<file path="src/hw/gtc_consts.svh">
`ifndef GTC_CONSTS_SVH
`define GTC_CONSTS_SVH

// Register offsets (byte-wide registers)
`define GTC_ADDR_W        3
`define GTC_ADDR_CNT_LO   3'h0
`define GTC_ADDR_CNT_HI   3'h1
`define GTC_ADDR_TCTRL    3'h2
`define GTC_ADDR_GCTRL    3'h3
`define GTC_ADDR_STATUS   3'h4

// Reset values
`define GTC_RST_CNT       16'h0000
`define GTC_RST_TCTRL     8'h00
`define GTC_RST_GCTRL     8'h00
`define GTC_RST_PRE       3'h0

// Field positions
`define GTC_STAT_OVF_BIT  0

// Counter limits and timing
`define GTC_CNT_MAX       16'hFFFF
`define GTC_CNT_ZERO      16'h0000
`define GTC_CLK_NS        25
`define GTC_INSTR_NS      100
`define GTC_INSTR_CYC     (`GTC_INSTR_NS / `GTC_CLK_NS)
`define GTC_PHASE_LAST    2'((`GTC_INSTR_CYC) - 1)

`endif

</file>
<file path="src/hw/gtc_pkg.sv">
package gtc_pkg;

  typedef enum logic [1:0] {
    GTC_SRC_INSTR,
    GTC_SRC_SYS,
    GTC_SRC_EXT,
    GTC_SRC_CAP
  } gtc_src_t;

  // Layout matches the timer_control register, msb first
  typedef struct packed {
    gtc_src_t   clock_select;
    logic [1:0] prescale_select;
    logic       crystal_osc_enable;
    logic       sync_disable;
    logic       spare;
    logic       timer_on;
  } gtc_tctrl_t;

  // Layout matches the gate_control register, msb first
  typedef struct packed {
    logic       gate_enable;
    logic       gate_polarity;
    logic [5:0] spare;
  } gtc_gctrl_t;

endpackage

</file>
<file path="src/hw/gtc_timer.sv">
// Behaviour
// - 16-bit counter, byte writes load live count
// - Instruction clock source counts once per instruction cycle (every four clocks)
// - Off unless on; gate_enable adds gating
// - clock_select picks instr, system, pin, cap-osc
// - System clock gives four counts per instruction
// - External modes count rising source edges
// - sync_disable picks synchronised or raw source
// - Falling edge needed before first counted rise
// - Prescaler divides by 1, 2, 4, 8
// - Prescaler hidden, cleared on count writes
// - Crystal oscillator enable, runs in sleep
// - sync_disable counts without synchroniser
// - Async external counting continues in sleep, wakes
// - Mode switch may skip or add one
// - Single byte reads always return valid value
// - Gate level must equal gate polarity
// - Blocked gate holds count unchanged
// - Rollover FFFF to 0000 sets overflow flag
`include "gtc_consts.svh"

module gtc_timer (
  // Clock and reset
  input  wire logic                   core_clk_i,
  input  wire logic                   rst_i,
  // Register port
  input  wire logic [`GTC_ADDR_W-1:0] reg_addr_i,
  input  wire logic [7:0]             reg_wdata_i,
  input  wire logic                   reg_wr_i,
  input  wire logic                   reg_rd_i,
  output logic      [7:0]             reg_rdata_o,
  // Count sources and gate
  input  wire logic                   external_clock_pin_i,
  input  wire logic                   crystal_in_pin_i,
  input  wire logic                   cap_osc_i,
  input  wire logic                   gate_input_i,
  // Crystal driver
  output logic                        crystal_out_pin_o,
  output logic                        crystal_osc_enable_o,
  // Core power state and events
  input  wire logic                   sleep_i,
  output logic                        overflow_flag_o,
  output logic                        wake_o
);

  gtc_pkg::gtc_tctrl_t tctrl_q, tctrl_d;
  gtc_pkg::gtc_gctrl_t gctrl_q, gctrl_d;
  logic [15:0] cnt_q, cnt_d;
  logic [2:0]  pre_q, pre_d;
  logic [1:0]  phase_q, phase_d;
  logic        ext_s1_q, ext_s2_q, ext_prev_q;
  logic        gate_s1_q, gate_s2_q;
  logic        armed_q, armed_d;
  logic        flag_q, flag_d;
  logic        wake_q, wake_d;
  logic [7:0]  rdata_q, rdata_d;

  logic       ext_raw, ext_lvl, ext_rise, ext_fall;
  logic       gate_lvl, gate_ok, count_en, src_tick, inc, ovf_set;
  logic       cnt_wr, wr_lo, wr_hi;
  logic [2:0] pre_mask;

  assign crystal_osc_enable_o = tctrl_q.crystal_osc_enable;
  // Inverting amplifier; keeps running regardless of sleep_i
  assign crystal_out_pin_o    = tctrl_q.crystal_osc_enable & ~crystal_in_pin_i;
  assign overflow_flag_o      = flag_q;
  assign wake_o               = wake_q;
  assign reg_rdata_o          = rdata_q;

  always_comb begin
    wr_lo  = reg_wr_i && (reg_addr_i == `GTC_ADDR_CNT_LO);
    wr_hi  = reg_wr_i && (reg_addr_i == `GTC_ADDR_CNT_HI);
    cnt_wr = wr_lo || wr_hi;

    // Crystal replaces the pin when the oscillator is enabled
    if (tctrl_q.clock_select == gtc_pkg::GTC_SRC_CAP) begin
      ext_raw = cap_osc_i;
    end else if (tctrl_q.crystal_osc_enable) begin
      ext_raw = crystal_in_pin_i;
    end else begin
      ext_raw = external_clock_pin_i;
    end
    ext_lvl  = tctrl_q.sync_disable ? ext_raw : ext_s2_q;
    gate_lvl = tctrl_q.sync_disable ? gate_input_i : gate_s2_q;
    ext_rise = ext_lvl && !ext_prev_q;
    ext_fall = !ext_lvl && ext_prev_q;

    gate_ok  = (gate_lvl == gctrl_q.gate_polarity);
    count_en = tctrl_q.timer_on && (!gctrl_q.gate_enable || gate_ok);

    case (tctrl_q.clock_select)
      gtc_pkg::GTC_SRC_INSTR: src_tick = (phase_q == `GTC_PHASE_LAST) && !sleep_i;
      gtc_pkg::GTC_SRC_SYS:   src_tick = !sleep_i;
      gtc_pkg::GTC_SRC_EXT,
      gtc_pkg::GTC_SRC_CAP:   src_tick = ext_rise && armed_q && (!sleep_i || tctrl_q.sync_disable);
      default:                src_tick = 1'b0;
    endcase

    case (tctrl_q.prescale_select)
      2'h0:    pre_mask = 3'h0;
      2'h1:    pre_mask = 3'h1;
      2'h2:    pre_mask = 3'h3;
      default: pre_mask = 3'h7;
    endcase
    inc     = src_tick && count_en && ((pre_q & pre_mask) == pre_mask);
    ovf_set = inc && (cnt_q == `GTC_CNT_MAX);

    phase_d = (phase_q == `GTC_PHASE_LAST) ? 2'h0 : phase_q + 2'h1;

    // Cleared whenever counting is off or the count is rewritten
    if (!tctrl_q.timer_on || cnt_wr) begin
      armed_d = 1'b0;
    end else if (ext_fall) begin
      armed_d = 1'b1;
    end else begin
      armed_d = armed_q;
    end

    if (cnt_wr) begin
      pre_d = `GTC_RST_PRE;
    end else if (src_tick && count_en) begin
      pre_d = pre_q + 3'h1;
    end else begin
      pre_d = pre_q;
    end

    // A write beats a coincident increment; software should stop first
    cnt_d = cnt_q;
    if (wr_lo) begin
      cnt_d[7:0] = reg_wdata_i;
    end else if (wr_hi) begin
      cnt_d[15:8] = reg_wdata_i;
    end else if (inc) begin
      cnt_d = cnt_q + 16'h0001;
    end

    tctrl_d = tctrl_q;
    gctrl_d = gctrl_q;
    if (reg_wr_i && (reg_addr_i == `GTC_ADDR_TCTRL)) begin
      tctrl_d = gtc_pkg::gtc_tctrl_t'(reg_wdata_i);
    end
    if (reg_wr_i && (reg_addr_i == `GTC_ADDR_GCTRL)) begin
      gctrl_d = gtc_pkg::gtc_gctrl_t'(reg_wdata_i);
    end

    // Set wins over a write-one clear in the same cycle
    flag_d = ovf_set || (flag_q && !(reg_wr_i && (reg_addr_i == `GTC_ADDR_STATUS)
             && reg_wdata_i[`GTC_STAT_OVF_BIT]));
    wake_d = ovf_set && sleep_i;

    // Whole bytes come from the registered count, never a torn value
    rdata_d = 8'h00;
    if (reg_rd_i) begin
      case (reg_addr_i)
        `GTC_ADDR_CNT_LO: rdata_d = cnt_q[7:0];
        `GTC_ADDR_CNT_HI: rdata_d = cnt_q[15:8];
        `GTC_ADDR_TCTRL:  rdata_d = tctrl_q;
        `GTC_ADDR_GCTRL:  rdata_d = gctrl_q;
        `GTC_ADDR_STATUS: rdata_d = {7'h00, flag_q};
        default:          rdata_d = 8'h00;
      endcase
    end
  end

  always_ff @(posedge core_clk_i) begin
    if (rst_i) begin
      tctrl_q    <= gtc_pkg::gtc_tctrl_t'(`GTC_RST_TCTRL);
      gctrl_q    <= gtc_pkg::gtc_gctrl_t'(`GTC_RST_GCTRL);
      cnt_q      <= `GTC_RST_CNT;
      pre_q      <= `GTC_RST_PRE;
      phase_q    <= 2'h0;
      ext_s1_q   <= 1'b0;
      ext_s2_q   <= 1'b0;
      ext_prev_q <= 1'b0;
      gate_s1_q  <= 1'b0;
      gate_s2_q  <= 1'b0;
      armed_q    <= 1'b0;
      flag_q     <= 1'b0;
      wake_q     <= 1'b0;
      rdata_q    <= 8'h00;
    end else begin
      tctrl_q    <= tctrl_d;
      gctrl_q    <= gctrl_d;
      cnt_q      <= cnt_d;
      pre_q      <= pre_d;
      phase_q    <= phase_d;
      ext_s1_q   <= ext_raw;
      ext_s2_q   <= ext_s1_q;
      ext_prev_q <= ext_lvl;
      gate_s1_q  <= gate_input_i;
      gate_s2_q  <= gate_s1_q;
      armed_q    <= armed_d;
      flag_q     <= flag_d;
      wake_q     <= wake_d;
      rdata_q    <= rdata_d;
    end
  end
endmodule

</file>
<file path="config.mk">
export PLATFORM = sky130hd
export DESIGN_NAME = gtc_timer
export DESIGN_NICKNAME = d
export VERILOG_FILES = /design/src/hw/gtc_pkg.sv /design/src/hw/gtc_timer.sv
export VERILOG_INCLUDE_DIRS = /design/src /design/src/hw
export SDC_FILE = /design/constraint.sdc
export NUM_CORES = 1
export LEC_CHECK = 0
export BUFFER_PORTS_ARGS = -buffer_cell sky130_fd_sc_hd__clkbuf_2
export CORE_MARGIN = 2
export CORE_UTILIZATION = 40
export CTS_BUF_LIST = sky130_fd_sc_hd__clkbuf_8
export DETAILED_ROUTE_END_ITERATION = 10
export HOLD_SLACK_MARGIN = 0.05
export MAX_ROUTING_LAYER = met4
export PLACE_DENSITY = 0.63
export SETUP_SLACK_MARGIN = 0.2
export SLEW_MARGIN = 0
export SYNTH_ARGS = -nofsm -noshare
export SYNTH_HDL_FRONTEND = slang
export SYNTH_SLANG_ARGS = --single-unit
export TNS_END_PERCENT = 50
</file>
<file path="constraint.sdc">
create_clock -name core_clk_i -period 2.3 [get_ports core_clk_i]
set_input_delay 0.46 -clock core_clk_i [delete_from_list [all_inputs] [get_ports core_clk_i]]
set_output_delay 0.46 -clock core_clk_i [all_outputs]
set_load 0.005 [all_outputs]
</file>
==> impl_summary.md <==
STA
Based on the critical path, the design can be clocked at up to 495.0 MHz. The worst-case hold slack is 0.3849 ns. The worst slew margin relative to its limit is 64.88%. The final critical-path setup slack is 0.2796 ns. After layout, the worst path uses 87.84% of the clock period.

After layout, the minimum clock period comes to 2.020 ns. The setup-violating endpoint count in the final report is 0. The final number of max-transition violations is 0. For the final database, setup skew stands at roughly 0.011 ns. The measured slew at the worst slew-check pin is 0.5248 ns. Setup repair after global routing left no endpoint under its margin.

The final-report hold violation count is 0. The sum of negative setup slack is 0 ns.

Synthesis
The top cell type by area accounts for 38.79% of the synthesized area. The synthesized instance count is 324. The most area-hungry cell type in the Yosys netlist is dfxtp_1.

The number of warnings issued by yosys is 0. The dominant register cell in the synthesized netlist is dfxtp_1. The most common cell in the synthesized netlist is dfxtp_1.

In the synthesized netlist, the cells that appear most often are 53 x dfxtp_1, 50 x nand2_1, 31 x nor2_1. In this run, synthesis inferred 0 flip-flops with an integrated enable. Dividing the synthesized area by the synthesized cell count gives ~8.4 µm². When the netlist entered floorplanning its net count stood at 347. The mapped netlist covers 2735 µm².

The sequential fraction of the synthesis area is 38.79%. The register bit total from synthesis is 53. The count of cell types in the netlist is 52. By area the synthesized netlist is led by dfxtp_1 39%, nand2_1 6.9%, mux2i_1 5.5%. Counting flops with an async set or reset pin after synthesis yields a share of 0%.

Routing
Wires add up to around 7.4 mm. The detailed router finished its first iteration with ~210 violations. Using the TritonRoute via totals, the vias-per-cell ratio works out to 5.752. The final antenna-violating net count is 0. The total vias in the final route is 2,508. The count of unresolved DRC violations after routing is 0. The number of detailed-routing iterations run before antenna repair is 4. Dividing the detail-routed wire length by the instance count gives 16.89 µm.

Power
The power per unit of standard cell area is 534.3 nW/µm². The total power consumption of the routed design is 1.666 mW. Summed over all cells, the static leakage comes to 1.121 nW.

Across the VDD grid, the largest voltage drop is 0.2361 mV.

Clocking
The number of buffers inserted for hold repair after clock tree synthesis is 0. Clock tree synthesis inserted a total of 5 buffers. The buffer levels on the longest clock path is 2. After clock tree synthesis, the clock-pin slew on the worst setup and hold paths is 0.10 ns. Clock tree synthesis found a total of 53 sinks.

At the later pin of the worst-skew pair, clock insertion delay measures 0.32 ns. The tree is rooted in a clkbuf_8. TritonCTS built the clock tree. In this run the number of H-tree levels came out at 2.

Die
The initial core utilization is 40.71%. The floorplan core area is 6719 µm². The boundary pin count is 32.

The die outline height is 86.69 µm. Row generation in the floorplan step produced 30 rows. In this run the horizontal extent of the chip is a little under 90 µm. The floorplan step defined a die boundary enclosing 7515 µm².

Cells and area
Once layout is complete, the cells apart from fillers number 436. The area growth from synthesis to layout is 14.00%. The number of antenna diodes is 0.

The net count of the finished layout is 378. The final cell area excluding filler cells is 3118 µm². Cells fill 46.41% of the core in the end. In the final layout, the share of cells above drive strength 1 is 19.94%.

Critical path
The critical path class is reg -> reg. Data on the critical path arrives at its endpoint at approximately 2.2 ns. In this run the worst path has a maximum fanout of 4.

Measured in cells, the most critical reg-to-reg path has a length of 5. The worst setup path is launched from a flop. For the worst setup path, the data required time is 2.51 ns. The worst setup path is captured at a flop.

Placement
The congestion estimate from routability-driven global placement came to around 0.91. Timing analysis after detailed placement gives a worst setup slack of 0.1018 ns. Input and output buffers added on the ports amount to 31.

After detailed placement, the design holds a cell count of 427. The placement-stage cell area is 3005 µm². Summed over all nets, the half-perimeter wirelength after detailed placement is 5.407 mm.

GRT
The via count of the first global-routing pass is approximately 2.3k. The number of antenna violations at the first check in global routing is 0. The total routing usage reported by global routing is 20.95%. Global routing finished with a remaining overflow of 0.

The first global-routing pass estimated 11.74 mm of wire. The largest net degree at the start of global routing is 31.

Min path
The worst hold path cell count is 2. The worst min-delay path class is in -> reg.

Status
The run finished with clean final reports.

Job
The number of max-cap violations is 0.
cells by family after synthesis:
group	after synthesis	share of synthesized area, %
AO/OA/AOI/OAI	64	16.61
XOR/XNOR	2	0.6406
adder cells (fa/ha/maj)	3	1.373
buffers and inverters	24	3.431
flip-flops	53	38.79
multiplexers	20	8.371
AND/OR/NAND/NOR	158	30.79
power by group:
group          switching (mW)  internal, mW
sequential             0.0179         0.939
clock                   0.327         0.214
combinational           0.102        0.0668
final cells by class:
class	count	area, µm²
Tap cell	80	100.1
Sequential cell	53	1065
Timing Repair Buffer	45	260.3
Clock buffer	5	68.82
Fill cell	652	3601
Multi-Input combinational cell	247	1595
Inverter	3	11.26
Clock inverter	3	17.52
sequential cells by signal (all words and copies together) (netlist names):
| name | flops |
|---|---|
| gate_s1_q | 1 |
| crystal_osc_enable_o | 1 |
| cnt_q | 16 |
| reg_rdata_o | 8 |
| ext_s1_q | 1 |
| gctrl_q | 8 |
| tctrl_q | 7 |
| ext_prev_q | 1 |
| phase_q | 2 |
| ext_s2_q | 1 |
| overflow_flag_o | 1 |
| gate_s2_q | 1 |
| armed_q | 1 |
| wake_o | 1 |
| pre_q | 3 |
per-layer routing:
metal  GRT usage [%]  up-vias  routed length (µm)
met3           3.048       14                 280
met5               -        -                   0
met2           33.01       62                3450
met4           7.670        0                 148
li1                -     1245                   -
met1           27.39     1187                3485
worst paths after layout:
path / slack (ns) / startpoint / end
max: 0.28 / crystal_osc_enable_o / cnt_q[1]
min: 0.38 / gate_input_i / gate_s1_q
max reg2reg: 0.28 / crystal_osc_enable_o / cnt_q[1]
min reg2reg: 0.43 / phase_q[0] / phase_q[0]
worst max-delay path, cell delays in order, from the launching register on:
cell	delay, ns
dfxtp_1	0.35
mux2_1	0.35
a2111o_1	0.47
and4_1	0.27
o21ai_2	0.15
mux2_1	0.33
cells in the final DEF, fill, tap and decap left out, types with 4 or more instances in the layout:
master / count
nor2_1: 31
and3_1: 5
o31a_1: 5
inv_1: 4
dfxtp_1: 50
nand3_1: 13
clkbuf_2: 31
buf_4: 14
nor3b_1: 4
a21oi_1: 25
o22a_1: 6
nand2_1: 50
nor2b_1: 9
mux2i_1: 15
o31ai_1: 6
nor4_1: 9
nor3_1: 4
nand2b_1: 4
or4_1: 4
and4_1: 4
clkbuf_8: 5
timing repair:
item | CTS | global route
endpoints found under the setup margin | 0 | 8
gates resized for setup | 0 | 6
buffers inserted | 0 | 1
Note: power is estimated with default switching activity, not from simulation.
